$ cat src/timer_two_pkg.sv
// Package for the second 8-bit PWM timer: register map, field layout,
// reset values and the clock-source, routing and prescale encodings.
// Assumes a CPU-side I/O port with byte-wide read and write strobes.
package timer_two_pkg;

   // I/O addresses of the timer registers.
   localparam logic [7:0] ADDR_CONTROL = 8'h30;
   localparam logic [7:0] ADDR_COUNT   = 8'h31;
   localparam logic [7:0] ADDR_DIVIDER = 8'h32;
   localparam logic [7:0] ADDR_LIMIT   = 8'h33;

   // Reset values.
   localparam logic [7:0] RESET_CONTROL = 8'h00;
   localparam logic [7:0] RESET_COUNT   = 8'h00;
   localparam logic [7:0] RESET_DIVIDER = 8'h00;
   localparam logic [7:0] RESET_LIMIT   = 8'h00;

   // Field positions of the control register.
   localparam int CTRL_SRC_LSB   = 4;
   localparam int CTRL_ROUTE_LSB = 2;
   localparam int CTRL_MODE_BIT  = 1;
   localparam int CTRL_INV_BIT   = 0;

   // Field positions of the divider register.
   localparam int DIV_RES_BIT   = 7;
   localparam int DIV_PRE_LSB   = 5;
   localparam int DIV_SCALE_LSB = 0;

   // Clock-source codes.
   localparam logic [3:0] SRC_NONE     = 4'h0;
   localparam logic [3:0] SRC_SYSTEM   = 4'h1;
   localparam logic [3:0] SRC_FAST_OSC = 4'h2;
   localparam logic [3:0] SRC_EXT_OSC  = 4'h3;
   localparam logic [3:0] SRC_SLOW_OSC = 4'h4;
   localparam logic [3:0] SRC_COMPARE  = 4'h5;
   localparam logic [3:0] SRC_A0_RISE  = 4'h8;
   localparam logic [3:0] SRC_A0_FALL  = 4'h9;
   localparam logic [3:0] SRC_B0_RISE  = 4'hA;
   localparam logic [3:0] SRC_B0_FALL  = 4'hB;
   localparam logic [3:0] SRC_A4_RISE  = 4'hC;
   localparam logic [3:0] SRC_A4_FALL  = 4'hD;

   // Output routing codes.
   localparam logic [1:0] ROUTE_OFF = 2'h0;
   localparam logic [1:0] ROUTE_B2  = 2'h1;
   localparam logic [1:0] ROUTE_A3  = 2'h2;
   localparam logic [1:0] ROUTE_B4  = 2'h3;

   // Prescaler terminal masks: code n divides by 4 to the n.
   localparam logic [5:0] PRE_MASK_1  = 6'h00;
   localparam logic [5:0] PRE_MASK_4  = 6'h03;
   localparam logic [5:0] PRE_MASK_16 = 6'h0F;
   localparam logic [5:0] PRE_MASK_64 = 6'h3F;

   // Control register contents.
   typedef struct packed {
      logic [3:0] source;
      logic [1:0] route;
      logic       pwm_mode;
      logic       invert;
   } control_t;

   // Divider register contents.
   typedef struct packed {
      logic       reduced;
      logic [1:0] prescale;
      logic [4:0] scale;
   } divider_t;

   // External timing sources as levels, synchronised into the clk domain before use.
   typedef struct packed {
      logic fast_osc;
      logic ext_osc;
      logic slow_osc;
      logic compare;
      logic pin_a0;
      logic pin_b0;
      logic pin_a4;
   } sources_t;

   // Terminal mask for a prescaler code.
   function automatic logic [5:0] prescale_mask(input logic [1:0] code);
      unique case (code)
         2'h0: prescale_mask = PRE_MASK_1;
         2'h1: prescale_mask = PRE_MASK_4;
         2'h2: prescale_mask = PRE_MASK_16;
         2'h3: prescale_mask = PRE_MASK_64;
      endcase
   endfunction

endpackage

$ cat src/timer_two_sync.sv
// Two-flop synchroniser for a bundle of levels from outside clk.
// Assumes each bit changes slower than clk; holds state while ce is low.
module timer_two_sync #(
   parameter int WIDTH = 7
) (
   input  wire logic             clk,
   input  wire logic             resetn,
   input  wire logic             ce,
   input  wire logic [WIDTH-1:0] async_in,
   output logic      [WIDTH-1:0] sync_out
);

   logic [WIDTH-1:0] first;

   // Only the second stage reads the first stage.
   always_ff @(posedge clk or negedge resetn) begin
      if (!resetn) begin
         first    <= '0;
         sync_out <= '0;
      end else if (ce) begin
         first    <= async_in;
         sync_out <= first;
      end
   end

endmodule

$ cat src/timer_two_divider.sv
// Prescaler and 5-bit scaler that thin a tick stream.
// Assumes tick_in is a one-cycle pulse from the clock-source selector.
module timer_two_divider (
   input  wire logic       clk,
   input  wire logic       resetn,
   input  wire logic       ce,
   input  wire logic [1:0] prescale,
   input  wire logic [4:0] scale,
   input  wire logic       tick_in,
   output logic            tick_out
);

   logic [5:0] pre_count;
   logic [4:0] scale_count;
   logic       pre_tick;

   // Prescaler passes every 1st, 4th, 16th or 64th tick.
   assign pre_tick = tick_in &&
      ((pre_count & timer_two_pkg::prescale_mask(prescale)) ==
       timer_two_pkg::prescale_mask(prescale));

   always_ff @(posedge clk or negedge resetn) begin
      if (!resetn) begin
         pre_count <= 6'h00;
      end else if (ce && tick_in) begin
         pre_count <= pre_tick ? 6'h00 : pre_count + 6'h01;
      end
   end

   // Scaler passes one prescaled tick in scale+1.
   always_ff @(posedge clk or negedge resetn) begin
      if (!resetn) begin
         scale_count <= 5'h00;
         tick_out    <= 1'b0;
      end else if (ce) begin
         tick_out <= 1'b0;
         if (pre_tick) begin
            if (scale_count >= scale) begin
               scale_count <= 5'h00;
               tick_out    <= 1'b1;
            end else begin
               scale_count <= scale_count + 5'h01;
            end
         end
      end
   end

endmodule

$ cat src/timer_two_pwm_counter.sv
// Second 8-bit timer with selectable clock, prescaler, scaler,
// period or PWM mode and routable, invertible output.
// Assumes a byte-wide I/O port with one-cycle read and write strobes.
//
// Overview of operation
// Source codes 0-4 pick no clock, system clock, fast, external or slow oscillator.
// Source code 5 counts on the comparator result output.
// Codes 8 to D count rising or falling edges of pins A0, B0 and A4; others halt.
// The routing field sends the output nowhere, to B2, A3 or B4.
// The mode bit selects period mode when clear and PWM mode when set.
// Control bit 0 inverts the output before it reaches the pin.
// The 8-bit counter is readable and writable and resets to zero.
// Divider bit 7 selects 8-bit PWM or the build-time reduced width.
// The prescaler divides the selected clock by 1, 4, 16 or 64.
// The 5-bit scaler field adds a further division and resets to zero.
// All control fields reset to zero, leaving the timer idle.
// A write-only 8-bit limit register at 0x33 resets to zero.
// The counter steps per divided tick; in period mode the output toggles on match or wrap.
// The scaler divides by its value plus one.
module timer_two_pwm_counter #(
   parameter bit fast_clock_doubling_option = 1'b0,
   parameter bit reduced_pwm_width_option   = 1'b0
) (
   input  wire logic       clk,
   input  wire logic       resetn,
   input  wire logic       ce,
   input  wire logic [7:0] io_addr,
   input  wire logic [7:0] io_wdata,
   input  wire logic       io_write,
   input  wire logic       io_read,
   output logic      [7:0] io_rdata,
   input  wire logic       fast_internal_oscillator,
   input  wire logic       fast_internal_oscillator_double,
   input  wire logic       external_oscillator,
   input  wire logic       slow_internal_oscillator,
   input  wire logic       comparator_result,
   input  wire logic       port_a_pin_zero,
   input  wire logic       port_b_pin_zero,
   input  wire logic       port_a_pin_four,
   output logic            port_b_pin_two,
   output logic            port_b_pin_two_oe,
   output logic            port_a_pin_three,
   output logic            port_a_pin_three_oe,
   output logic            port_b_pin_four,
   output logic            port_b_pin_four_oe
);

   ////////////////////////////////////////////////////////////////////////
   // Registers and synchronised sources.

   timer_two_pkg::control_t control;
   timer_two_pkg::divider_t divider;
   timer_two_pkg::sources_t raw_src;
   timer_two_pkg::sources_t sync_src;
   timer_two_pkg::sources_t last_src;
   logic [7:0]              count;
   logic [7:0]              limit;
   logic                    wave;
   logic                    src_tick;
   logic                    tick;
   logic [7:0]              top;
   logic                    out_level;

   // Chosen fast oscillator: plain or doubled rate.
   assign raw_src = '{
      fast_osc: fast_clock_doubling_option ? fast_internal_oscillator_double
                                           : fast_internal_oscillator,
      ext_osc:  external_oscillator,
      slow_osc: slow_internal_oscillator,
      compare:  comparator_result,
      pin_a0:   port_a_pin_zero,
      pin_b0:   port_b_pin_zero,
      pin_a4:   port_a_pin_four
   };

   timer_two_sync #(
      .WIDTH ($bits(timer_two_pkg::sources_t))
   ) u_sync (
      .clk      (clk),
      .resetn   (resetn),
      .ce       (ce),
      .async_in (raw_src),
      .sync_out (sync_src)
   );

   // Previous synchronised levels for edge detection.
   always_ff @(posedge clk or negedge resetn) begin
      if (!resetn) begin
         last_src <= '0;
      end else if (ce) begin
         last_src <= sync_src;
      end
   end

   ////////////////////////////////////////////////////////////////////////
   // Clock-source selection: one tick per source edge.

   always_comb begin
      unique case (control.source)
         timer_two_pkg::SRC_SYSTEM:   src_tick = 1'b1;
         timer_two_pkg::SRC_FAST_OSC: src_tick = sync_src.fast_osc && !last_src.fast_osc;
         timer_two_pkg::SRC_EXT_OSC:  src_tick = sync_src.ext_osc && !last_src.ext_osc;
         timer_two_pkg::SRC_SLOW_OSC: src_tick = sync_src.slow_osc && !last_src.slow_osc;
         timer_two_pkg::SRC_COMPARE:  src_tick = sync_src.compare && !last_src.compare;
         timer_two_pkg::SRC_A0_RISE:  src_tick = sync_src.pin_a0 && !last_src.pin_a0;
         timer_two_pkg::SRC_A0_FALL:  src_tick = !sync_src.pin_a0 && last_src.pin_a0;
         timer_two_pkg::SRC_B0_RISE:  src_tick = sync_src.pin_b0 && !last_src.pin_b0;
         timer_two_pkg::SRC_B0_FALL:  src_tick = !sync_src.pin_b0 && last_src.pin_b0;
         timer_two_pkg::SRC_A4_RISE:  src_tick = sync_src.pin_a4 && !last_src.pin_a4;
         timer_two_pkg::SRC_A4_FALL:  src_tick = !sync_src.pin_a4 && last_src.pin_a4;
         default:                     src_tick = 1'b0;
      endcase
   end

   timer_two_divider u_divider (
      .clk      (clk),
      .resetn   (resetn),
      .ce       (ce),
      .prescale (divider.prescale),
      .scale    (divider.scale),
      .tick_in  (src_tick),
      .tick_out (tick)
   );

   ////////////////////////////////////////////////////////////////////////
   // Register writes.

   // Control, divider and limit registers.
   always_ff @(posedge clk or negedge resetn) begin
      if (!resetn) begin
         control <= timer_two_pkg::RESET_CONTROL;
         divider <= timer_two_pkg::RESET_DIVIDER;
         limit   <= timer_two_pkg::RESET_LIMIT;
      end else if (ce && io_write) begin
         unique case (io_addr)
            timer_two_pkg::ADDR_CONTROL: control <= io_wdata;
            timer_two_pkg::ADDR_DIVIDER: divider <= io_wdata;
            timer_two_pkg::ADDR_LIMIT:   limit   <= io_wdata;
            default: ;
         endcase
      end
   end

   // Wrap value for the selected width.
   always_comb begin
      if (control.pwm_mode && divider.reduced) begin
         top = reduced_pwm_width_option ? 8'h7F : 8'h3F;
      end else begin
         top = 8'hFF;
      end
   end

   ////////////////////////////////////////////////////////////////////////
   // Counter and output wave.

   // A software write to the counter takes priority over a tick.
   always_ff @(posedge clk or negedge resetn) begin
      if (!resetn) begin
         count <= timer_two_pkg::RESET_COUNT;
      end else if (ce) begin
         if (io_write && io_addr == timer_two_pkg::ADDR_COUNT) begin
            count <= io_wdata;
         end else if (tick) begin
            count <= (count >= top) ? 8'h00 : count + 8'h01;
         end
      end
   end

   // PWM: high from wrap, low at limit match; period: toggle on limit and on wrap.
   always_ff @(posedge clk or negedge resetn) begin
      if (!resetn) begin
         wave <= 1'b0;
      end else if (ce && tick) begin
         if (control.pwm_mode) begin
            if (count >= top) begin
               wave <= 1'b1;
            end else if (count == limit) begin
               wave <= 1'b0;
            end
         end else if (count == limit || count >= top) begin
            wave <= ~wave;
         end
      end
   end

   assign out_level = wave ^ control.invert;

   ////////////////////////////////////////////////////////////////////////
   // Pin drivers and read data, all registered.

   always_ff @(posedge clk or negedge resetn) begin
      if (!resetn) begin
         port_b_pin_two      <= 1'b0;
         port_b_pin_two_oe   <= 1'b0;
         port_a_pin_three    <= 1'b0;
         port_a_pin_three_oe <= 1'b0;
         port_b_pin_four     <= 1'b0;
         port_b_pin_four_oe  <= 1'b0;
      end else if (ce) begin
         port_b_pin_two      <= out_level;
         port_a_pin_three    <= out_level;
         port_b_pin_four     <= out_level;
         port_b_pin_two_oe   <= control.route == timer_two_pkg::ROUTE_B2;
         port_a_pin_three_oe <= control.route == timer_two_pkg::ROUTE_A3;
         port_b_pin_four_oe  <= control.route == timer_two_pkg::ROUTE_B4;
      end
   end

   // Only control and counter read back; write-only registers read zero.
   always_ff @(posedge clk or negedge resetn) begin
      if (!resetn) begin
         io_rdata <= 8'h00;
      end else if (ce && io_read) begin
         unique case (io_addr)
            timer_two_pkg::ADDR_CONTROL: io_rdata <= control;
            timer_two_pkg::ADDR_COUNT:   io_rdata <= count;
            default:                     io_rdata <= 8'h00;
         endcase
      end
   end

   ////////////////////////////////////////////////////////////////////////
   // Assertions.

   a_count_write: assert property (@(posedge clk) disable iff (!resetn)
      ce && io_write && io_addr == timer_two_pkg::ADDR_COUNT |=> count == $past(io_wdata))
      else $error("counter write not taken");

   a_halt_no_count: assert property (@(posedge clk) disable iff (!resetn)
      control.source == timer_two_pkg::SRC_NONE && $past(control.source) == timer_two_pkg::SRC_NONE
      && !(io_write && io_addr == timer_two_pkg::ADDR_COUNT) |=> $stable(count))
      else $error("counter moved with no clock");

   a_route_off: assert property (@(posedge clk) disable iff (!resetn)
      ce && control.route == timer_two_pkg::ROUTE_OFF |=>
      !port_b_pin_two_oe && !port_a_pin_three_oe && !port_b_pin_four_oe)
      else $error("pin driven with routing off");

   a_route_b2: assert property (@(posedge clk) disable iff (!resetn)
      ce && control.route == timer_two_pkg::ROUTE_B2 |=> port_b_pin_two_oe && !port_b_pin_four_oe)
      else $error("routing to B2 wrong");

   a_route_a3: assert property (@(posedge clk) disable iff (!resetn)
      ce && control.route == timer_two_pkg::ROUTE_A3 |=>
      port_a_pin_three_oe && !port_b_pin_two_oe && !port_b_pin_four_oe)
      else $error("routing to A3 wrong");

   a_route_b4: assert property (@(posedge clk) disable iff (!resetn)
      ce && control.route == timer_two_pkg::ROUTE_B4 |=>
      port_b_pin_four_oe && !port_a_pin_three_oe && !port_b_pin_two_oe)
      else $error("routing to B4 wrong");

   a_invert_out: assert property (@(posedge clk) disable iff (!resetn)
      ce |=> port_b_pin_two == ($past(wave) ^ $past(control.invert)))
      else $error("output polarity wrong");

   a_pwm_high_wrap: assert property (@(posedge clk) disable iff (!resetn)
      ce && tick && control.pwm_mode && count >= top |=> wave)
      else $error("pwm not high after wrap");

   a_pwm_low_match: assert property (@(posedge clk) disable iff (!resetn)
      ce && tick && control.pwm_mode && count < top && count == limit |=> !wave)
      else $error("pwm not low after limit match");

   a_period_toggle: assert property (@(posedge clk) disable iff (!resetn)
      ce && tick && !control.pwm_mode && (count == limit || count == 8'hFF)
      |=> wave != $past(wave))
      else $error("period output did not toggle");

   a_count_step: assert property (@(posedge clk) disable iff (!resetn)
      ce && tick && !io_write && count < top |=> count == $past(count) + 8'h01)
      else $error("counter did not step");

   a_reduced_top: assert property (@(posedge clk) disable iff (!resetn)
      ce && tick && control.pwm_mode && divider.reduced && !io_write
      |=> count <= (reduced_pwm_width_option ? 8'h7F : 8'h3F))
      else $error("reduced width exceeded");

   a_system_tick: assert property (@(posedge clk) disable iff (!resetn)
      ce && control.source == timer_two_pkg::SRC_SYSTEM && divider == 8'h00 |=> tick)
      else $error("system clock not ticking");

   a_limit_write: assert property (@(posedge clk) disable iff (!resetn)
      ce && io_write && io_addr == timer_two_pkg::ADDR_LIMIT |=> limit == $past(io_wdata))
      else $error("limit write not taken");

   a_count_read: assert property (@(posedge clk) disable iff (!resetn)
      ce && io_read && io_addr == timer_two_pkg::ADDR_COUNT |=> io_rdata == $past(count))
      else $error("counter read wrong");

   a_divider_write: assert property (@(posedge clk) disable iff (!resetn)
      ce && io_write && io_addr == timer_two_pkg::ADDR_DIVIDER |=> divider == $past(io_wdata))
      else $error("divider write not taken");

   c_pwm_run: cover property (@(posedge clk) disable iff (!resetn) control.pwm_mode && tick);
   c_period_toggle: cover property (@(posedge clk) disable iff (!resetn)
      !control.pwm_mode && tick && count == limit);
   c_pin_edge: cover property (@(posedge clk) disable iff (!resetn)
      control.source == timer_two_pkg::SRC_A0_FALL && src_tick);
   c_scaled: cover property (@(posedge clk) disable iff (!resetn) divider.scale != 5'h00 && tick);

endmodule

$ cat config.mk
export PLATFORM = sky130hd
export DESIGN_NAME = timer_two_pwm_counter
export DESIGN_NICKNAME = d
export VERILOG_FILES = /design/src/timer_two_pkg.sv /design/src/timer_two_sync.sv /design/src/timer_two_divider.sv /design/src/timer_two_pwm_counter.sv
export SDC_FILE = /design/constraint.sdc
export NUM_CORES = 1
export LEC_CHECK = 0
export BUFFER_PORTS_ARGS = -buffer_cell sky130_fd_sc_hd__buf_4
export CAP_MARGIN = 30
export CORE_MARGIN = 4
export CORE_UTILIZATION = 58
export DETAILED_ROUTE_END_ITERATION = 8
export GPL_TIMING_DRIVEN = 0
export PLACE_DENSITY_LB_ADDON = 0.08
export SLEW_MARGIN = 25
export SYNTH_ARGS = -nofsm -noshare
export SYNTH_HDL_FRONTEND = slang
export SYNTH_SLANG_ARGS = --single-unit
$ cat constraint.sdc
create_clock -name clk -period 2.1 [get_ports clk]
set_input_delay 0.21 -clock clk [delete_from_list [all_inputs] [get_ports clk]]
set_output_delay 0.21 -clock clk [all_outputs]
set_load 0.03 [all_outputs]
==> results of run 1 <==
[per-stage QoR]
| stage | hold slack (ps) | cell area (um^2) | TNS, ps | setup WS (ps) | utilization (%) |
|---|---|---|---|---|---|
| floorplan | -85.6 | 3920 | 0 | 265 | - |
| global placement | 425 | 4330 | -170 | -53.7 | 67.0 |
| detailed placement | 429 | 4330 | -443 | -47.5 | 67.0 |
| CTS | 43.4 | 4530 | 0 | 49.9 | 70.1 |
| global route | 76.9 | 4570 | 0 | 3.54 | 70.7 |
| finish | 92.4 | 4570 | 0 | 116 | 70.7 |
[cell usage after synthesis (all sizes together) (4+ instances only)]
library cell / n
ha: 8
nand2b: 6
mux2: 41
a31oi: 4
nor3: 4
inv: 12
nand2: 34
nor4: 5
xor2: 8
and4bb: 4
clkbuf: 9
buf: 10
o21ai: 30
a22oi: 8
nor2: 22
and3: 5
a21oi: 18
nand3: 15
dfrtp: 78
[metal layers]
metal / share of wire [%] / wire, um / GRT usage, % / vias up
met5: 0 / 0 / 0 / -
met4: 0.82 / 69 / 5.23 / 0
met3: 5.1 / 427 / 5.09 / 8
met2: 48 / 4070 / 34.1 / 66
met1: 46 / 3830 / 29.6 / 1478
li1: - / - / - / 1427
[final cells by class]
| cell class | count | area [um^2] | share of cell area [%] |
|---|---|---|---|
| buffer | 19 | 113 | 2.47 |
| clock buffer | 10 | 128 | 2.80 |
| clock inverter | 6 | 62.6 | 1.37 |
| inverter | 12 | 45.0 | 0.987 |
| multi-input combinational | 258 | 1850 | 40.5 |
| sequential | 78 | 1950 | 42.8 |
| tap | 77 | 96.3 | 2.11 |
| timing repair buffer | 42 | 322 | 7.04 |
[worst min-delay path by stage]
stage	from	end	slack, ps	cells past startpoint
2_1_floorplan	resetn	control[0]	-90	0
3_3_place_gp	resetn	port_a_pin_three_oe	420	1
3_5_place_dp	resetn	io_rdata[1]	430	1
4_1_cts	resetn	io_rdata[1]	40	1
5_1_grt	external_oscillator	u_sync.first[5]	80	2
6_report	slow_internal_oscillator	u_sync.first[4]	90	2
[logic make-up (layout without fill, tap and decap cells)]
family	count (synthesis)	after routing
compound gates	86	86
xor+xnor	9	9
fa+ha+maj	8	8
buf+inv	31	89
flops	78	78
mux	41	41
simple gates	114	114
[power by group through the flow]
stage | clock (mW) | sequential (mW) | combinational (mW)
3_3_place_gp | 0 | 1.71 | 0.413
2_1_floorplan | 0 | 1.74 | 0.219
3_5_place_dp | 0 | 1.71 | 0.423
5_1_grt | 1.19 | 1.70 | 0.469
4_1_cts | 1.12 | 1.68 | 0.426
6_report | 1.10 | 1.68 | 0.426
[worst max-delay path: cells and delay by family, from the launching register on]
kind / cells / cell delay, ps
AO/OA/AOI/OAI: 3 / 570
AND/OR/NAND/NOR: 3 / 830
flip-flops: 1 / 380
buffers and inverters: 1 / 140
[state kept, by name, indices dropped and copies added (netlist names), 5 cells and up]
name / flops
u_sync.sync_out: 7
u_divider.scale_count: 5
io_rdata: 8
u_divider.pre_count: 6
count: 8
u_sync.first: 7
limit: 8
control: 8
divider: 8
last_src: 7
[repair_timing]
item / CTS / global route
pin swaps: 0 / 2
buffers inserted: 0 / 0
hold endpoints to repair: 0 / 78
gates resized for setup: 2 / 6
endpoints found under the setup margin: 3 / 9
hold buffers: 0 / 1
==> impl_results.md, run 1 <==
* Status: completed
* Skew-Pair Late Insertion Delay at 350 ps
* Clk pwr share at between 30% and 40%
* Clock buffer depth at 2
* Pwr Density at roughly 700 nW/um^2
* Nature of the critical path endpoint: flop
* Num CTS Buffers at 9
* Clk_skew at about 13 ps
* Die Width at roughly 90 um
* Fillers at 519
* Logic pwr share at approximately an eighth
* Synth Area per Inst at 10.7 um^2
* Yosys Warn Count at 0
* Largest family of logic cells by synthesized area: simple AND/OR/NAND/NOR gates
* Full die area at ~8100 um^2
* Largest net degree at the start of global routing at 79
* Sequential cell area fraction in the yosys report at between 40 and 50%
* Endpoints failing setup at 0
* Post-Synth XOR/XNOR Area at 2.01%
* Top-area cell type share of the netlist area at between 40% and 50%
* Crit-path max FO at 10
* FMAX at 0.504 GHz
* Worst path max stage delay at roughly 500 ps
* Yosys reg bits at between 70 and 80
* Crit path from: control[7]
* First-pass GRT wire length at 14100 um
* Initial antenna violation count at 0
* ANT cells at 0
* Dominant synthesized flop cell: dfrtp_1
* Drc violations at 0
* Via count at ~3000
* Cells on worst reg2reg path at 7
* HP Class: in2reg
* Synth Area in Simple Gates at between 10% and 20%
* Via density per instance at 5.93
* Sinks on Clock Net at 78
* WP data required at roughly 2400 ps
* Placed Cells incl. Taps at about 490
* Layout cells sized above 1 at 26.8%
* Syn Inst Count at 367
* Antenna viol nets, final at 0
* Row count at 29
* Max-cap viol count at 0
* DP HPWL at around 5900 um
* Max Slew Vio Count at 0
* Leak at between 2 and 2.5 nW
* NetSw at ~0.86 mW
* Worst Path Arrival at 2260 ps
* FFs w/ async S/R, synth at 100%
* Synth area leaders: dfrtp_1 50%, mux2_2 9.2%, nand2_1 3.2%
* Clock period minus final worst setup slack at between 1500 and 2000 ps
* Initial Util at around three fifths
* Nets@finish at approximately 460
* Syn nets at 404
* Total Routed Length at ~8400 um
* Worst vdd ir at between 0.4 and 0.5 mV
* Overall Global Routing Usage at roughly a fifth
* Cell taking the most area after synthesis: dfrtp_1
* Critical path's slowest cell: or4_1
* Area delta synth->final at 16.4%
* Reg2Reg Setup Slack at 120 ps
* Post-synth EDFFs at 0
* Drt wl/cell at 16.7 um
* GP Congestion at around 0.88
* Post-synthesis mux area share at approximately an eighth
* Internal Power at around 2.4 mW
* CTS tree: done
* Boundary pin count at between 40 and 50
* Most common cell after layout, fill and taps aside: dfrtp_1
* Critical path launch point type: flop
* DRT Pass-1 Iters at 4
* Synth Area in Adders at ~2.6%
* Distinct cell type count of the synthesized netlist at 55
* Final worst-path cycle share at a little over nine tenths
* Reg-to-Reg End: u_divider.scale_count[3]
* DIE HEIGHT at between 90 and 100 um
* Compound-Gate Fraction of Synth Area at 14.3%
* Switching Fraction at 26.7%
* Htree depth at 3
* Mapped cell area at a little under 4000 um^2
* Part of the power in registers at about 52%
* Slew margin rel. at 53.7%
* Grt ovf at 0
* Core footprint at approximately 6500 um^2
* Final Hold Vio Count at 0
* RR Startpoint: control[7]
* Crit path to: u_divider.scale_count[3]
* Layout Cells excl Fill at approximately 500
* Total Power at around 3.2 mW
* IO Port Bufs at 41
* Clk root buf: clkbuf_8
* Vias in the first global route at between 2000 and 3000
* Crit path kind: reg2reg
* Commonest non-fill, non-tap cells in the layout: 78 x dfrtp_1, 42 x buf_4, 33 x nand2_1
* Starting DRT DRC Count at approximately 200
* Worst path cell trace: buf_6 > and4bb_1 > nor3_2 > a211oi_2 > o31ai_4 > or4_1 > o211ai_2
* Clk slew on worst S/H paths at about 90 ps
* Slew @ Worst Pin at 695 ps
* RSZ-0062 raised after global routing: false
(Power assumes the default switching activity.)
==> run 2: changes to the inputs <==
--- a/config.mk
+++ b/config.mk
@@ -5,13 +5,15 @@
 export SDC_FILE = /design/constraint.sdc
 export NUM_CORES = 1
 export LEC_CHECK = 0
+export ABC_CLOCK_PERIOD_IN_PS = 2100
 export BUFFER_PORTS_ARGS = -buffer_cell sky130_fd_sc_hd__buf_4
 export CAP_MARGIN = 30
 export CORE_MARGIN = 4
 export CORE_UTILIZATION = 58
 export DETAILED_ROUTE_END_ITERATION = 8
 export GPL_TIMING_DRIVEN = 0
-export PLACE_DENSITY_LB_ADDON = 0.08
+export PLACE_DENSITY = 0.79
+export SETUP_SLACK_MARGIN = 0.3
 export SLEW_MARGIN = 25
 export SYNTH_ARGS = -nofsm -noshare
 export SYNTH_HDL_FRONTEND = slang
==> run 2 against run 1 <==
  * Die area is the same
  * Non-clock buffer count grew 20
  * Global-route usage grew 2.4 points
  * Final cell count grew 4.0%
  * Sequential share of layout area shrank 2.8 points
  * Total power grew 10%
  * Sequential power is essentially flat
  * Clock power grew 26%
  * Clock skew shrank 7.1 ps
  * Setup slack gained 59 ps
  * Critical endpoint is now u_divider.pre_count[5]
  * Largest cell class is now multi-input gates
==> impl_results.md, run 2 (synthesized netlist as in run 1, its figures left out) <==
* Status: completed
* Via density per instance at 6.02 (+1.4%)
* Endpoints failing setup at 0 (unchanged)
* Via count at 3141 (+5.4%)
* Core footprint at 6460 um^2 (unchanged)
* Crit path to: u_divider.pre_count[5]
* Initial antenna violation count at 0 (unchanged)
* Detail Route met3 WL at 560 um (+31%)
* Pre-CTS setup slack at -107 ps (-59.6 ps)
* Max-cap viol count at 0 (unchanged)
* Num CTS Buffers at 9 (unchanged)
* Leak at 2.27 nW (+7.4%)
* Reg-to-Reg End: u_divider.pre_count[5]
* Critical path launch point type: flop
* Most common cell on crit path: buf_6
* Met2 Routed Length at 4830 um (+19%)
* Final worst-path cycle share at 91.7% (-2.8 points)
* Sinks on Clock Net at 78 (unchanged)
* Final setup margin at 175 ps (+59.1 ps)
* Critical path's slowest cell: o31ai_4
* Starting DRT DRC Count at 260 (+29%)
* First-pass GRT wire length at 15600 um (+10%)
* Worst path cell trace: buf_6 > and4bb_1 > a21oi_2 > a211oi_2 > o31ai_4 > buf_6 > nor3_2 > o21a_1
* Max Slew Vio Count at 0 (unchanged)
* IO Port Bufs at 41 (unchanged)
* Row count at 29 (unchanged)
* Drt wl/cell at 18.3 um (+9.4%)
* Worst Path Arrival at 2170 ps (-90 ps)
* Pwr Density at 725 nW/um^2 (+3.2%)
* Buf/Inv on CP at 2 (+1)
* DIE HEIGHT at 90.2 um (unchanged)
* Antenna viol nets, final at 0 (unchanged)
* HP Class: in2reg
* Reg2Reg Setup Slack at 170 ps (+60 ps)
* Clk slew on worst S/H paths at 80 ps (about the same)
* DP HPWL at 6060 um (+2.0%)
* Clock period minus final worst setup slack at 1930 ps (-59.1 ps)
* Total Power at 3.54 mW (+10%)
* Slew margin rel. at 53.6% (-0.12 points)
* Cell family with most CP delay: compound AO/OA/AOI/OAI gates
* Vias in the first global route at 3220 (+13%)
* Slew @ Worst Pin at 697 ps (+1.83 ps)
* Worst vdd ir at 0.479 mV (+12%)
* Crit-path max FO at 8 (-2)
* RR Startpoint: control[6]
* RSZ-0062 raised after global routing: true
* Clk_skew at 5.54 ps (-7.10 ps)
* FMAX at 0.519 GHz (+3.1%)
* Initial Util at 60.7% (unchanged)
* Die Width at 90.2 um (unchanged)
* Largest net degree at the start of global routing at 79 (unchanged)
* Layout cells sized above 1 at 33.7% (+6.9 points)
* Grt ovf at 0 (unchanged)
* Total Routed Length at 9560 um (+14%)
* Cells on worst reg2reg path at 8 (+1)
* Drc violations at 0 (unchanged)
* CTS tree: done
* Nature of the critical path endpoint: flop
* Crit path kind: reg2reg
* Clock buffer depth at 2 (unchanged)
* Worst path max stage delay at 400 ps (-110 ps)
* Crit path from: control[6]
* WP data required at 2340 ps (-30 ps)
* Met1 WL at 3990 um (+4.2%)
* Worst path depth at 8 (+1)
* Max layer used: met4
* Clk root buf: clkbuf_8
* Htree depth at 3 (unchanged)
* Area delta synth->final at 24.5%
* DRT Pass-1 Iters at 5 (+1)
* GP Congestion at 0.921 (+4.7%)
* Full die area at 8140 um^2 (unchanged)
* Nets@finish at 477 (+4.4%)
* Skew-Pair Late Insertion Delay at 350 ps (about the same)
* Most common cell after layout, fill and taps aside: dfrtp_1
* Final Hold Vio Count at 0 (unchanged)
* Boundary pin count at 43 (unchanged)
* ANT cells at 0 (unchanged)
* Overall Global Routing Usage at 23.8% (+2.4 points)
* Commonest non-fill, non-tap cells in the layout: 77 x dfrtp_1, 61 x buf_4, 33 x nand2_1
[run 2: area by class of cell]
| type | count | area, um^2 |
|---|---|---|
| Fill cell | 437 | 1580 |
| Clock inverter | 3 | 90.1 |
| Buffer | 19 | 115 |
| Inverter | 12 | 45.0 |
| Timing Repair Buffer | 62 | 469 |
| Multi-Input combinational cell | 258 | 1960 |
| Clock buffer | 13 | 159 |
| Sequential cell | 78 | 1950 |
| Tap cell | 77 | 96.3 |
[run 2: metal layers]
| metal | up-vias | global-route usage (%) |
|---|---|---|
| met4 | 0 | 10.6 |
| li1 | 1464 | - |
| met5 | - | 0 |
| met2 | 107 | 39.5 |
| met3 | 17 | 3.84 |
| met1 | 1553 | 30.8 |
[run 2: worst min path at each step]
stage	to	slack (ps)	cells after the start	start
floorplan	control[0]	-90	0	resetn
global route	u_sync.first[5]	90	2	external_oscillator
global placement	port_a_pin_three_oe	420	1	resetn
CTS	io_rdata[2]	60	1	resetn
finish	u_sync.first[5]	90	2	external_oscillator
detailed placement	io_rdata[2]	420	1	resetn
[run 2: timing repair]
item | CTS | global route
gates cloned | 1 | 0
hold buffers | 0 | 1
gates resized for setup | 18 | 17
setup buffers | 10 | 9
endpoints found under the hold margin | 0 | 78
setup endpoints to repair | 27 | 24
pin swaps | 11 | 16
[run 2: worst register-to-register path, delay by kind of cell (launching register included)]
kind	cells	cell delay (ps)
AND/OR/NAND/NOR	2	270
AO/OA/AOI/OAI	4	820
flip-flops	1	390
buffers and inverters	2	350
[run 2: power breakdown]
part / switching (mW) / internal [mW] / total [mW]
Sequential: 0.0753 / 1.61 / 1.68
Clock: 0.529 / 0.857 / 1.39
Combinational: 0.251 / 0.222 / 0.474
Total: 0.855 / 2.69 / 3.54
[run 2: metrics by stage]
stage	area [um^2]	cells	setup TNS [ps]	hold WS, ps	util [%]
floorplan	3920	367	0	-85.6	-
global placement	4330	485	-325	417	67.0
detailed placement	4330	485	-711	425	67.0
CTS	4740	512	0	56.2	73.4
global route	4880	522	0	93.4	75.6
finish	4880	522	0	88.7	75.6
==> run 3: changes to the inputs <==
--- a/config.mk
+++ b/config.mk
@@ -5,14 +5,15 @@
 export SDC_FILE = /design/constraint.sdc
 export NUM_CORES = 1
 export LEC_CHECK = 0
-export ABC_CLOCK_PERIOD_IN_PS = 2100
+export ABC_CLOCK_PERIOD_IN_PS = 2400
 export BUFFER_PORTS_ARGS = -buffer_cell sky130_fd_sc_hd__buf_4
 export CAP_MARGIN = 30
 export CORE_MARGIN = 4
-export CORE_UTILIZATION = 58
+export CORE_UTILIZATION = 63
 export DETAILED_ROUTE_END_ITERATION = 8
 export GPL_TIMING_DRIVEN = 0
-export PLACE_DENSITY = 0.79
+export HOLD_SLACK_MARGIN = 0.08
+export PLACE_DENSITY = 0.85
 export SETUP_SLACK_MARGIN = 0.3
 export SLEW_MARGIN = 25
 export SYNTH_ARGS = -nofsm -noshare
==> constraint.sdc (replaced) <==
create_clock -name clk -period 2.4 [get_ports clk]
set_input_delay 0.24 -clock clk [delete_from_list [all_inputs] [get_ports clk]]
set_output_delay 0.24 -clock clk [all_outputs]
set_load 0.03 [all_outputs]
==> run 3 against run 2 <==
  * Total power down 24%
  * Non-clock buffer count down 19
  * Wire length down 11%
  * Final cell count down 4.6%
  * Worst hold slack better by 26 ps
  * Critical path type unchanged
  * Critical endpoint is now u_divider.scale_count[3]
  * Largest cell class is now registers
==> impl_results.md, run 3 (synthesized netlist as in run 1, its figures left out) <==
* GP Congestion at 0.914 (-0.72%)
* Row count at 28 (-3.4%)
* Overall Global Routing Usage at 24.3% (+0.51 points)
* Full die area at 7550 um^2 (-7.2%)
* Worst vdd ir at 0.401 mV (-16%)
* Boundary pin count at 43 (unchanged)
* Max-cap viol count at 0 (unchanged)
* Core footprint at 5990 um^2 (-7.2%)
* Crit path kind: reg2reg
* ANT cells at 0 (unchanged)
* Most common cell after layout, fill and taps aside: dfrtp_1
* Nature of the critical path endpoint: flop
* DRT Pass-1 Iters at 6 (+1)
* Via density per instance at 5.98 (-0.55%)
* Endpoints failing setup at 0 (unchanged)
* Skew-Pair Late Insertion Delay at 350 ps (about the same)
* Met2 Resource Use GR at 38.9% (-0.59 points)
* Area of the multi-input gates at 1850 um^2 (-5.5%)
* DP HPWL at 5940 um (-2.0%)
* Die Width at 86.9 um (-3.7%)
* Status: completed
* Starting DRT DRC Count at 205 (-21%)
* Max Slew Vio Count at 0 (unchanged)
* FMAX at 0.503 GHz (-3.2%)
* Layout cells sized above 1 at 27.0% (-6.8 points)
* Num CTS Buffers at 9 (unchanged)
* Total Routed Length at 8560 um (-11%)
* Clk slew on worst S/H paths at 80 ps (about the same)
* Largest net degree at the start of global routing at 79 (unchanged)
* IO Port Bufs at 41 (unchanged)
* Fillers at 406 (-7.1%)
* Pwr Density at 596 nW/um^2 (-18%)
* Worst Path Arrival at 2270 ps (+100 ps)
* Grt peak-use layer: met2
* Grt met3 use at 5.20% (+1.4 points)
* Worst path cell trace: buf_6 > nor3b_2 > a21oi_1 > a211oi_2 > o31ai_4 > or4_1 > o211ai_2
* HP Class: in2reg
* Final worst-path cycle share at 82.8% (-8.8 points)
* Vias in the first global route at 2928 (-9.1%)
* RSZ-0062 raised after global routing: true
* Sinks on Clock Net at 78 (unchanged)
* Nets@finish at 458 (-4.0%)
* Drt wl/cell at 17.2 um (-6.2%)
* Drc violations at 0 (unchanged)
* First-pass GRT wire length at 14200 um (-9.0%)
* Setup TNS at 0 ps (unchanged)
* CTS tree: done
* Slew @ Worst Pin at 688 ps (-8.24 ps)
* Initial antenna violation count at 0 (unchanged)
* Critical path launch point type: flop
* Grt met1 use at 32.8% (+2.0 points)
* Clk root buf: clkbuf_8
* Reg area at 1950 um^2 (about the same)
* Via count at 2980 (-5.1%)
* Crit-path max FO at 10 (+2)
* Initial Util at 65.5% (+4.7 points)
* Commonest non-fill, non-tap cells in the layout: 78 x dfrtp_1, 44 x buf_4, 33 x nand2_1
* DIE HEIGHT at 86.9 um (-3.7%)
* Clock buffer depth at 2 (unchanged)
* Area delta synth->final at 15.7%
* Leak at 2.12 nW (-6.9%)
* Final Util at 75.8% (+0.14 points)
* Slew margin rel. at 54.1% (+0.55 points)
* WP data required at 2680 ps (+340 ps)
* Worst path max stage delay at 520 ps (+120 ps)
* Final Hold Vio Count at 0 (unchanged)
* Reg2Reg Setup Slack at 410 ps (+240 ps)
* Htree depth at 3 (unchanged)
* Critical path's slowest cell: or4_1
* Grt ovf at 0 (unchanged)
* Clock period minus final worst setup slack at 1990 ps (+63.1 ps)
* Antenna viol nets, final at 0 (unchanged)
* Clk_skew at 10.0 ps (+4.48 ps)
-- run 3: cell count changes in the layout (fill, tap and decap cells not counted), sizes merged --
cell / change
buf: -20
bufinv: -3
clkinv: +2
clkbuf: -1
-- run 3: timing repair --
item / CTS / global route
hold endpoints to repair: 70 / 0
endpoints found under the setup margin: 1 / 17
pin swaps: 0 / 2
setup buffers: 0 / 1
gates resized for setup: 1 / 6
hold buffers: 1 / 0
-- run 3: report_power, final --
part	switching (mW)	internal, mW
logic	0.202	0.176
registers	0.0675	1.41
clock network	0.441	0.411
total	0.710	1.99
-- run 3: worst paths after layout --
check	cells past startpoint	endpoint	from
worst max-delay path	7	u_divider.scale_count[3]	control[6]
worst min-delay path	2	u_sync.first[6]	fast_internal_oscillator
worst max register to register	7	u_divider.scale_count[3]	control[6]
worst min register to register	1	u_divider.pre_count[5]	u_divider.pre_count[5]
max in group asynchronous	2	u_divider.tick_out	resetn
min in group asynchronous	2	port_b_pin_four_oe	resetn
-- run 3: through the flow --
| stage | power [mW] | hold slack [ps] | area (um^2) | worst slack [ps] | instances |
|---|---|---|---|---|---|
| floorplan | 1.71 | -55.6 | 3920 | 565 | 367 |
| global placement | 1.85 | 446 | 4320 | 227 | 483 |
| detailed placement | 1.87 | 447 | 4320 | 203 | 483 |
| CTS | 2.72 | 106 | 4500 | 316 | 497 |
| global route | 2.83 | 111 | 4540 | 289 | 498 |
| finish | 2.71 | 115 | 4540 | 412 | 498 |
-- run 3: final cells by class --
cell class	instances	share of cell area, %
sequential	78	43.0
clock buffer	11	3.34
tap	75	2.07
clock inverter	2	0.221
timing repair buffer	43	7.25
multi-input combinational	258	40.7
buffer	19	2.40
inverter	12	0.993
-- run 3: critical path, delay by kind of cell (launching register included) --
kind	cells	cell delay (ps)
AND/OR/NAND/NOR	2	700
AO/OA/AOI/OAI	4	670
buffers and inverters	1	150
flip-flops	1	400
-- run 3: layer usage --
layer / share of wire, % / vias to the layer above
met3: 4.7 / 8
met5: 0 / -
met2: 50 / 83
li1: - / 1430
met1: 44 / 1459
met4: 1.3 / 0
